<file path="config.mk">
export PLATFORM = sky130hd
export DESIGN_NAME = arith_datapath
export DESIGN_NICKNAME = d
export VERILOG_FILES = /design/src/hdl/arith_datapath.v
export VERILOG_INCLUDE_DIRS = /design/src /design/src/hdl
export SDC_FILE = /design/constraint.sdc
export NUM_CORES = 2
export LEC_CHECK = 0
export ABC_AREA = 1
export BUFFER_PORTS_ARGS = -buffer_cell sky130_fd_sc_hd__buf_2
export CORE_MARGIN = 2
export CORE_UTILIZATION = 52
export DETAILED_ROUTE_END_ITERATION = 16
export PLACE_DENSITY = 0.72
export REMOVE_ABC_BUFFERS = 1
export SYNTH_ARGS = -nofsm -noshare
export SYNTH_HDL_FRONTEND = slang
export SYNTH_SLANG_ARGS = --single-unit
</file>
<file path="constraint.sdc">
create_clock -name clk_i -period 7.3 [get_ports clk_i]
set_input_delay 0.365 -clock clk_i [delete_from_list [all_inputs] [get_ports clk_i]]
set_output_delay 0.365 -clock clk_i [all_outputs]
set_load 0.05 [all_outputs]
</file>
<file path="src/hdl/arith_datapath_defines.vh">
// Purpose: constants shared by the arithmetic datapath
// Assumes: included by bare name from the datapath module
// Notes:   register indices are word addresses on the plain register port
`ifndef ARITH_DATAPATH_DEFINES_VH
`define ARITH_DATAPATH_DEFINES_VH

// register port word addresses
`define REG_STATUS_ZERO     4'h0
`define REG_STATUS_ONE      4'h1
`define REG_ACC_HIGH        4'h2
`define REG_ACC_LOW         4'h3
`define REG_PROD_HIGH       4'h4
`define REG_PROD_LOW        4'h5
`define REG_MULTIPLICAND    4'h6
`define REG_POINTER         4'h7

// status word zero: pointer select field
`define PSF_MSB             15
`define PSF_LSB             13
// status word one: sign extend select and product shift select
`define SXM_BIT             10
`define PM_MSB              1
`define PM_LSB              0

// status reset values
`define STATUS_ZERO_RST     16'h0000
`define STATUS_ONE_RST      16'h0000

// product shift modes
`define PM_NONE             2'h0
`define PM_LEFT1            2'h1
`define PM_LEFT4            2'h2
`define PM_RIGHT6           2'h3
`define PM_LEFT4_AMT        4
`define PM_RIGHT6_AMT       6

// central alu operations
`define ALU_LOAD            3'h0
`define ALU_ADD             3'h1
`define ALU_SUB             3'h2
`define ALU_AND             3'h3
`define ALU_OR              3'h4
`define ALU_XOR             3'h5
`define ALU_NOT             3'h6

// store source selects
`define ST_ACC_LOW          2'h0
`define ST_ACC_HIGH         2'h1
`define ST_POINTER          2'h2
`define ST_PROD_LOW         2'h3

// input shift limit
`define IN_SHIFT_MAX        5'h10

`endif

</file>
<file path="src/hdl/arith_datapath.v">
// Purpose: arithmetic datapath: input shifter, central alu, accumulator,
//          output shifter, multiplier, product shifter, pointer unit
// Assumes: one 100 MHz clock, synchronous active-low reset, the decoder
//          drives one-cycle command strobes
// Notes:   status words live behind the plain register port
//
// Notes on behaviour
// - alu works 32-bit two's complement on shifted operand or product
// - alu also does bitwise and, or, xor and not
// - accumulator takes the alu result on each alu_en_i strobe and is the alu's first operand
// - accumulator is 32 bits; high and low halves stored separately
// - output shifter shifts accumulator left 0..7, accumulator kept intact
// - product shifter: none, left one, left four or right six
// - multiplier forms signed 32-bit result from two signed 16-bit words
// - one factor is the multiplicand register; product goes to product register
// - a multiply completes in one clock cycle
// - eight 16-bit pointers give indirect addresses; load and store them
// - 3-bit field in status word zero picks the current pointer
// - input shifter takes 16 bits from data or program read bus
// - input shifter shifts left 0..16, 32-bit result to alu
// - low bits zero filled; high bits zero or sign per select bit
// - input shift count from instruction or multiplicand low four bits
// - sign extend select is status word one bit 10
// - input shifter is combinational, no added cycle
// - two-bit product shift select in status word one, codes 00..11
// - right six always sign extends; product register itself unchanged
//
// Design decisions made here: strobed register access and the address map.
`timescale 1ns/10ps
`include "arith_datapath_defines.vh"

module arith_datapath (
    // clock and reset
    input  wire        clk_i,
    input  wire        resetn_i,
    // register port
    input  wire [3:0]  reg_addr_i,
    input  wire [15:0] reg_wdata_i,
    input  wire        reg_we_i,
    input  wire        reg_re_i,
    output wire [15:0] reg_rdata_o,
    // memory buses
    input  wire [15:0] data_read_bus_i,
    input  wire [15:0] program_read_bus_i,
    // input shifter control
    input  wire        in_src_prog_i,
    input  wire        shift_src_multiplicand_holding_reg_i,
    input  wire [4:0]  shift_imm_i,
    // central alu control
    input  wire        alu_en_i,
    input  wire [2:0]  alu_op_i,
    input  wire        alu_b_prod_i,
    // multiplier control
    input  wire        multiplicand_holding_reg_load_i,
    input  wire        mpy_en_i,
    input  wire        mpy_src_prog_i,
    // pointer unit control
    input  wire        ptr_load_i,
    input  wire        ptr_load_prog_i,
    input  wire        ptr_inc_i,
    input  wire        ptr_dec_i,
    input  wire        ptr_sel_load_i,
    input  wire [2:0]  ptr_sel_i,
    // store control
    input  wire        store_en_i,
    input  wire [1:0]  store_src_i,
    input  wire [2:0]  out_shift_i,
    // outputs
    output wire [15:0] data_addr_o,
    output wire [15:0] store_data_o,
    output wire        store_valid_o,
    output wire [31:0] acc_o
);

    // state
    reg [15:0] status_zero_ff;
    reg [15:0] status_one_ff;
    reg [31:0] acc_ff;
    reg [31:0] prod_ff;
    reg [15:0] multiplicand_holding_reg_ff;
    reg [15:0] ptr_ff [0:7];
    reg [15:0] store_data_ff;
    reg        store_valid_ff;
    reg [15:0] rdata_ff;

    // combinational
    reg  [31:0] in_shifted;
    reg  [31:0] prod_shifted;
    reg  [31:0] nxt_acc;
    reg  [31:0] alu_b;
    reg  [15:0] nxt_store;
    reg  [15:0] nxt_rdata;
    reg  [4:0]  in_cnt;
    wire [15:0] in_word;
    wire [15:0] mpy_word;
    wire [31:0] product;
    wire [31:0] out_shifted;
    wire [2:0]  psel;
    wire        sign_extend_select;
    wire [1:0]  pm;
    integer     i;

    // status field taps
    assign psel = status_zero_ff[`PSF_MSB:`PSF_LSB];
    assign sign_extend_select  = status_one_ff[`SXM_BIT];
    assign pm   = status_one_ff[`PM_MSB:`PM_LSB];

    // operand source for the input shifter
    assign in_word = in_src_prog_i ? program_read_bus_i : data_read_bus_i;

    // input shifter count; counts past sixteen clamp to sixteen
    always @* begin
        if (shift_src_multiplicand_holding_reg_i)
            in_cnt = {1'b0, multiplicand_holding_reg_ff[3:0]};
        else if (shift_imm_i > `IN_SHIFT_MAX)
            in_cnt = `IN_SHIFT_MAX;
        else
            in_cnt = shift_imm_i;
    end

    // input shifter; pure logic so it costs no cycle
    always @* begin
        if (sign_extend_select)
            in_shifted = {{16{in_word[15]}}, in_word} << in_cnt;
        else
            in_shifted = {16'h0000, in_word} << in_cnt;
    end

    // product shifter works on a copy; product register never moves
    always @* begin
        case (pm)
            `PM_NONE:   prod_shifted = prod_ff;
            `PM_LEFT1:  prod_shifted = {prod_ff[30:0], 1'b0};
            `PM_LEFT4:  prod_shifted = prod_ff << `PM_LEFT4_AMT;
            `PM_RIGHT6: prod_shifted = $signed(prod_ff) >>> `PM_RIGHT6_AMT;
            default:    prod_shifted = prod_ff;
        endcase
    end

    // central alu: accumulator is operand a, shifter output operand b
    always @* begin
        alu_b = alu_b_prod_i ? prod_shifted : in_shifted;
        case (alu_op_i)
            `ALU_LOAD: nxt_acc = alu_b;
            `ALU_ADD:  nxt_acc = acc_ff + alu_b;
            `ALU_SUB:  nxt_acc = acc_ff - alu_b;
            `ALU_AND:  nxt_acc = acc_ff & alu_b;
            `ALU_OR:   nxt_acc = acc_ff | alu_b;
            `ALU_XOR:  nxt_acc = acc_ff ^ alu_b;
            `ALU_NOT:  nxt_acc = ~acc_ff;
            default:   nxt_acc = acc_ff;
        endcase
    end

    // multiplier: second factor from data or program bus
    assign mpy_word = mpy_src_prog_i ? program_read_bus_i : data_read_bus_i;
    assign product  = $signed(multiplicand_holding_reg_ff) * $signed(mpy_word);

    // output shifter: a shifted copy, bits past the word are dropped
    assign out_shifted = acc_ff << out_shift_i;

    // store data select
    always @* begin
        case (store_src_i)
            `ST_ACC_LOW:  nxt_store = out_shifted[15:0];
            `ST_ACC_HIGH: nxt_store = out_shifted[31:16];
            `ST_POINTER:  nxt_store = ptr_ff[psel];
            `ST_PROD_LOW: nxt_store = prod_shifted[15:0];
            default:      nxt_store = out_shifted[15:0];
        endcase
    end

    // register read mux; unmapped words read as zero
    always @* begin
        case (reg_addr_i)
            `REG_STATUS_ZERO:  nxt_rdata = status_zero_ff;
            `REG_STATUS_ONE:   nxt_rdata = status_one_ff;
            `REG_ACC_HIGH:     nxt_rdata = acc_ff[31:16];
            `REG_ACC_LOW:      nxt_rdata = acc_ff[15:0];
            `REG_PROD_HIGH:    nxt_rdata = prod_ff[31:16];
            `REG_PROD_LOW:     nxt_rdata = prod_ff[15:0];
            `REG_MULTIPLICAND: nxt_rdata = multiplicand_holding_reg_ff;
            `REG_POINTER:      nxt_rdata = ptr_ff[psel];
            default:           nxt_rdata = 16'h0000;
        endcase
    end

    // status words; the decoder's select load beats a same-cycle write
    always @(posedge clk_i) begin
        if (!resetn_i) begin
            status_zero_ff <= `STATUS_ZERO_RST;
            status_one_ff  <= `STATUS_ONE_RST;
        end else begin
            if (ptr_sel_load_i)
                status_zero_ff[`PSF_MSB:`PSF_LSB] <= ptr_sel_i;
            else if (reg_we_i && reg_addr_i == `REG_STATUS_ZERO)
                status_zero_ff <= reg_wdata_i;
            if (reg_we_i && reg_addr_i == `REG_STATUS_ONE)
                status_one_ff <= reg_wdata_i;
        end
    end

    // accumulator takes the alu result only when alu_en_i is set
    always @(posedge clk_i) begin
        if (!resetn_i)
            acc_ff <= 32'h00000000;
        else if (alu_en_i)
            acc_ff <= nxt_acc;
    end

    // multiplicand and product; product lands the cycle after the strobe
    always @(posedge clk_i) begin
        if (!resetn_i) begin
            multiplicand_holding_reg_ff <= 16'h0000;
            prod_ff <= 32'h00000000;
        end else begin
            if (multiplicand_holding_reg_load_i)
                multiplicand_holding_reg_ff <= data_read_bus_i;
            if (mpy_en_i)
                prod_ff <= product;
        end
    end

    // pointer registers; a load wins over a step on the same pointer
    always @(posedge clk_i) begin
        if (!resetn_i) begin
            for (i = 0; i < 8; i = i + 1)
                ptr_ff[i] <= 16'h0000;
        end else if (ptr_load_i) begin
            ptr_ff[psel] <= ptr_load_prog_i ? program_read_bus_i
                                            : data_read_bus_i;
        end else if (ptr_inc_i) begin
            ptr_ff[psel] <= ptr_ff[psel] + 16'h0001;
        end else if (ptr_dec_i) begin
            ptr_ff[psel] <= ptr_ff[psel] - 16'h0001;
        end
    end

    // store word and register read data, both one cycle late
    always @(posedge clk_i) begin
        if (!resetn_i) begin
            store_data_ff  <= 16'h0000;
            store_valid_ff <= 1'b0;
            rdata_ff       <= 16'h0000;
        end else begin
            store_valid_ff <= store_en_i;
            if (store_en_i)
                store_data_ff <= nxt_store;
            if (reg_re_i)
                rdata_ff <= nxt_rdata;
        end
    end

    // outputs
    assign data_addr_o   = ptr_ff[psel];
    assign store_data_o  = store_data_ff;
    assign store_valid_o = store_valid_ff;
    assign reg_rdata_o   = rdata_ff;
    assign acc_o         = acc_ff;

endmodule // arith_datapath

</file>
==> metrics.md <==
| Metric | Value |
|---|---|
| Final cell count without fillers | 4957 |
| Crit path from | multiplicand_holding_reg_ff[15] |
| CTS max path bufs | 3 |
| Fin crit share | 90.1% |
| Sequential element share of the synthesized area | 22.5% |
| Hold Vio Cnt, Final | 0 |
| CTS tree | yes |
| CTS Hold Bufs | 0 |
| PD cells | 354 nW/um^2 |
| Crit Path Class | reg2reg |
| Vias in the first global route | 28.2k |
| #FFs+latches synth | 276 |
| Synth unique cells | 65 |
| Residual overflow from global routing | 0 |
| Clock slew at reported path FFs | 0.06 ns |
| Max Cap Viol | 0 |
| Reg2reg start | multiplicand_holding_reg_ff[15] |
| Setup TNS | 0 ns |
| Peak supply drop | 561 uV |
| Area growth syn-to-layout | 8.77% |
| Post-CTS Setup Inserts | 0 |
| Unrepaired setup endpoints after global routing | false |
| Wire per inst | 22.4 um |
| Quantity of I/O buffers inserted on ports | 165 |
| Cells after synthesis | 4072 |
| First-pass GRT wire length | 169 mm |
| Rel. slew slack | 22.6% |
| Die W | 245 um |
| IO Pins | 166 |
| RePlAce Congestion | 1.05 |
| Largest area contributor in the netlist | fa_1 |
| Slew Limit Fails | 0 |
| Avg Inst Size Synth | 7.43 sq um |
| Core region area | 57600 sq um |
| Crit start category | register |
| Tmin final | 6.57 ns |
| Commonest cells post-synth | nand2_1 (739), inv_1 (665), nor2_1 (440) |
| Most common cell in the netlist | nand2_1 |
| F_max | 152 MHz |
| Worst slew pin tran | 1.16 ns |
| Drt drc | 0 |
| CTS sink count | 276 |
| Htree depth | 2 |
| Share of cells above drive strength 1 | 9.31% |
| Synth top area cells | fa_1 (17%), edfxtp_1 (13%), dfxtp_1 (9.8%) |
| Num CTS Buffers | 34 |
| Cts repair resizes | 0 |
| Area of the die | 60200 sq um |
| Final antenna-violating net count | 0 |
| Pin count of the biggest net entering global routing | 83 |
| Design area | 32900 sq um |
| Dpl cells | 4894 |
| Gr usage total | 37.0% |
| Clk_lat worst skew | 0.57 ns |
| Synth Cell Area | 30300 sq um |
| Worst Setup End Kind | register |
| Status | completed |
| Nets | 4691 |
| Critical path data arrival time | 7.02 ns |
| Worst Min Path Start | reg_wdata_i[9] |
| Routed wire length | 111 mm |
| Dpl hpwl | 85.5 mm |
| Synth warn | 0 |
| Antenna violations before repair | 2 |
| Placement row count | 88 |
| DR pass1 iterations | 8 |
| Die height | 245 um |
| Place WS | 0.266 ns |
| Leakage | 15.5 nW |
| DRT iter0 DRCs | 3541 |
| Vias per cell | 5.96 |
| PnR worst setup slack | 0.725 ns |
| WP data required | 7.75 ns |
| Final setup violation count | 0 |
| Placed instance area | 31800 sq um |
| Clk root buf | clkbuf_16 |
| Maximum fanout along the worst path | 5 |
| Vias | 29.6k |
| Worst Hold Class | in2reg |
| Synth top area share | 17.4% |
| Post-synth EDFFs | 128 |
| Hold_ws | 0.0600 ns |
| Top_reg_cell synth | dfxtp_1 |
| Asr flop ratio synth | 0% |
| Clock Skews | 0.0240 ns |
| Initial Util | 52.6% |
-- logic make-up after synthesis --
logic type | Yosys count | share of synthesized area (%)
AND/OR/NAND/NOR | 1479 | 20.4
buffers and inverters | 874 | 11.3
multiplexers | 45 | 1.49
adder cells (fa/ha/maj) | 441 | 24.7
AO/OA/AOI/OAI | 872 | 17.2
XOR/XNOR | 85 | 2.46
flip-flops | 276 | 22.5
-- per-stage QoR --
step           power, mW  utilization [%]
2_1_floorplan       7.53                -
3_3_place_gp        9.78             55.3
3_5_place_dp        9.86             55.3
4_1_cts             11.6             57.2
5_1_grt             12.7             57.2
6_report            11.7             57.2
-- power by group --
group	leakage, nW	internal, mW	switching, mW
clock	0.516	0.964	0.737
sequential	2.55	1.77	0.132
combinational	12.4	2.93	5.13
total	15.5	5.67	6.00
-- cell type report --
class	count	area [sq um]
fillers	5464	24700
inverters	688	2590
well taps	765	957
diodes	1	2.50
clock inverters	16	164
flip-flops and latches	276	6810
multi-input cells	2922	20100
repair buffers	243	1420
clock buffers	46	916
-- registers in the layout, indices dropped and copies added, names as in the netlist, named ones only --
name                         flops
store_data_o                    16
prod_ff                         32
multiplicand_holding_reg_ff     16
ptr_ff                         128
store_valid_o                    1
status_zero_ff                  16
acc_o                           32
status_one_ff                   16
reg_rdata_o                     16
-- cell usage in the layout (no fill, tap or decap), types with 5 or more instances in the layout --
master	count
nand2_1	739
inv_1	664
nor2_1	440
o21ai_0	326
fa_1	263
a21oi_1	244
nand3_1	194
ha_1	178
buf_2	165
dfxtp_1	146
edfxtp_1	128
buf_4	77
o22ai_1	73
xor2_1	68
o221ai_1	55
mux2i_1	45
o211ai_1	34
clkbuf_16	34
a221oi_1	33
or2_2	20
clkinv_1	19
nand2_2	19
xnor2_1	17
o21ai_1	15
nand3_2	14
o2111ai_1	13
nor3_1	12
nand4_1	10
a31oi_1	10
clkbuf_1	10
a41oi_1	9
nor2_2	8
o31ai_1	8
a211oi_1	8
nor4_1	8
a2111oi_0	7
o41ai_1	7
inv_2	6
nor2_4	5
-- path summary, 6_finish.rpt --
| kind | to | slack, ns | depth (start not counted) |
|---|---|---|---|
| min reg2reg | status_one_ff[13] | 0.46 | 2 |
| min | status_zero_ff[9] | 0.06 | 3 |
| max reg2reg | prod_ff[31] | 0.73 | 23 |
| max | prod_ff[31] | 0.73 | 23 |
-- critical path: stages, from the launching register on --
cell and delay [ns]:
dfxtp_1 0.56, inv_1 0.17, nor2_1 0.23, fa_1 0.57, fa_1 0.76, inv_1 0.23
fa_1 0.47, fa_1 0.55, inv_1 0.06, fa_1 0.53, inv_1 0.05, fa_1 0.47
inv_1 0.04, ha_1 0.32, nand2_1 0.12, o21ai_0 0.13, a2111oi_0 0.38, o211ai_1 0.21
a21oi_1 0.17, nor2_1 0.05, nor2_1 0.12, xor2_1 0.08, o21ai_0 0.15, inv_1 0.05
-- per-layer routing --
layer / routed length, um / vias to the layer above / track usage, % / share of wire [%]
li1: - / 13500 / - / -
met1: 45200 / 14000 / 51.4 / 41
met2: 48700 / 1687 / 56.6 / 44
met3: 11700 / 337 / 6.54 / 11
met4: 5310 / 4 / 16.2 / 4.8
met5: 21 / - / 0 / 0.019
Power figures use the tool's default switching activity.
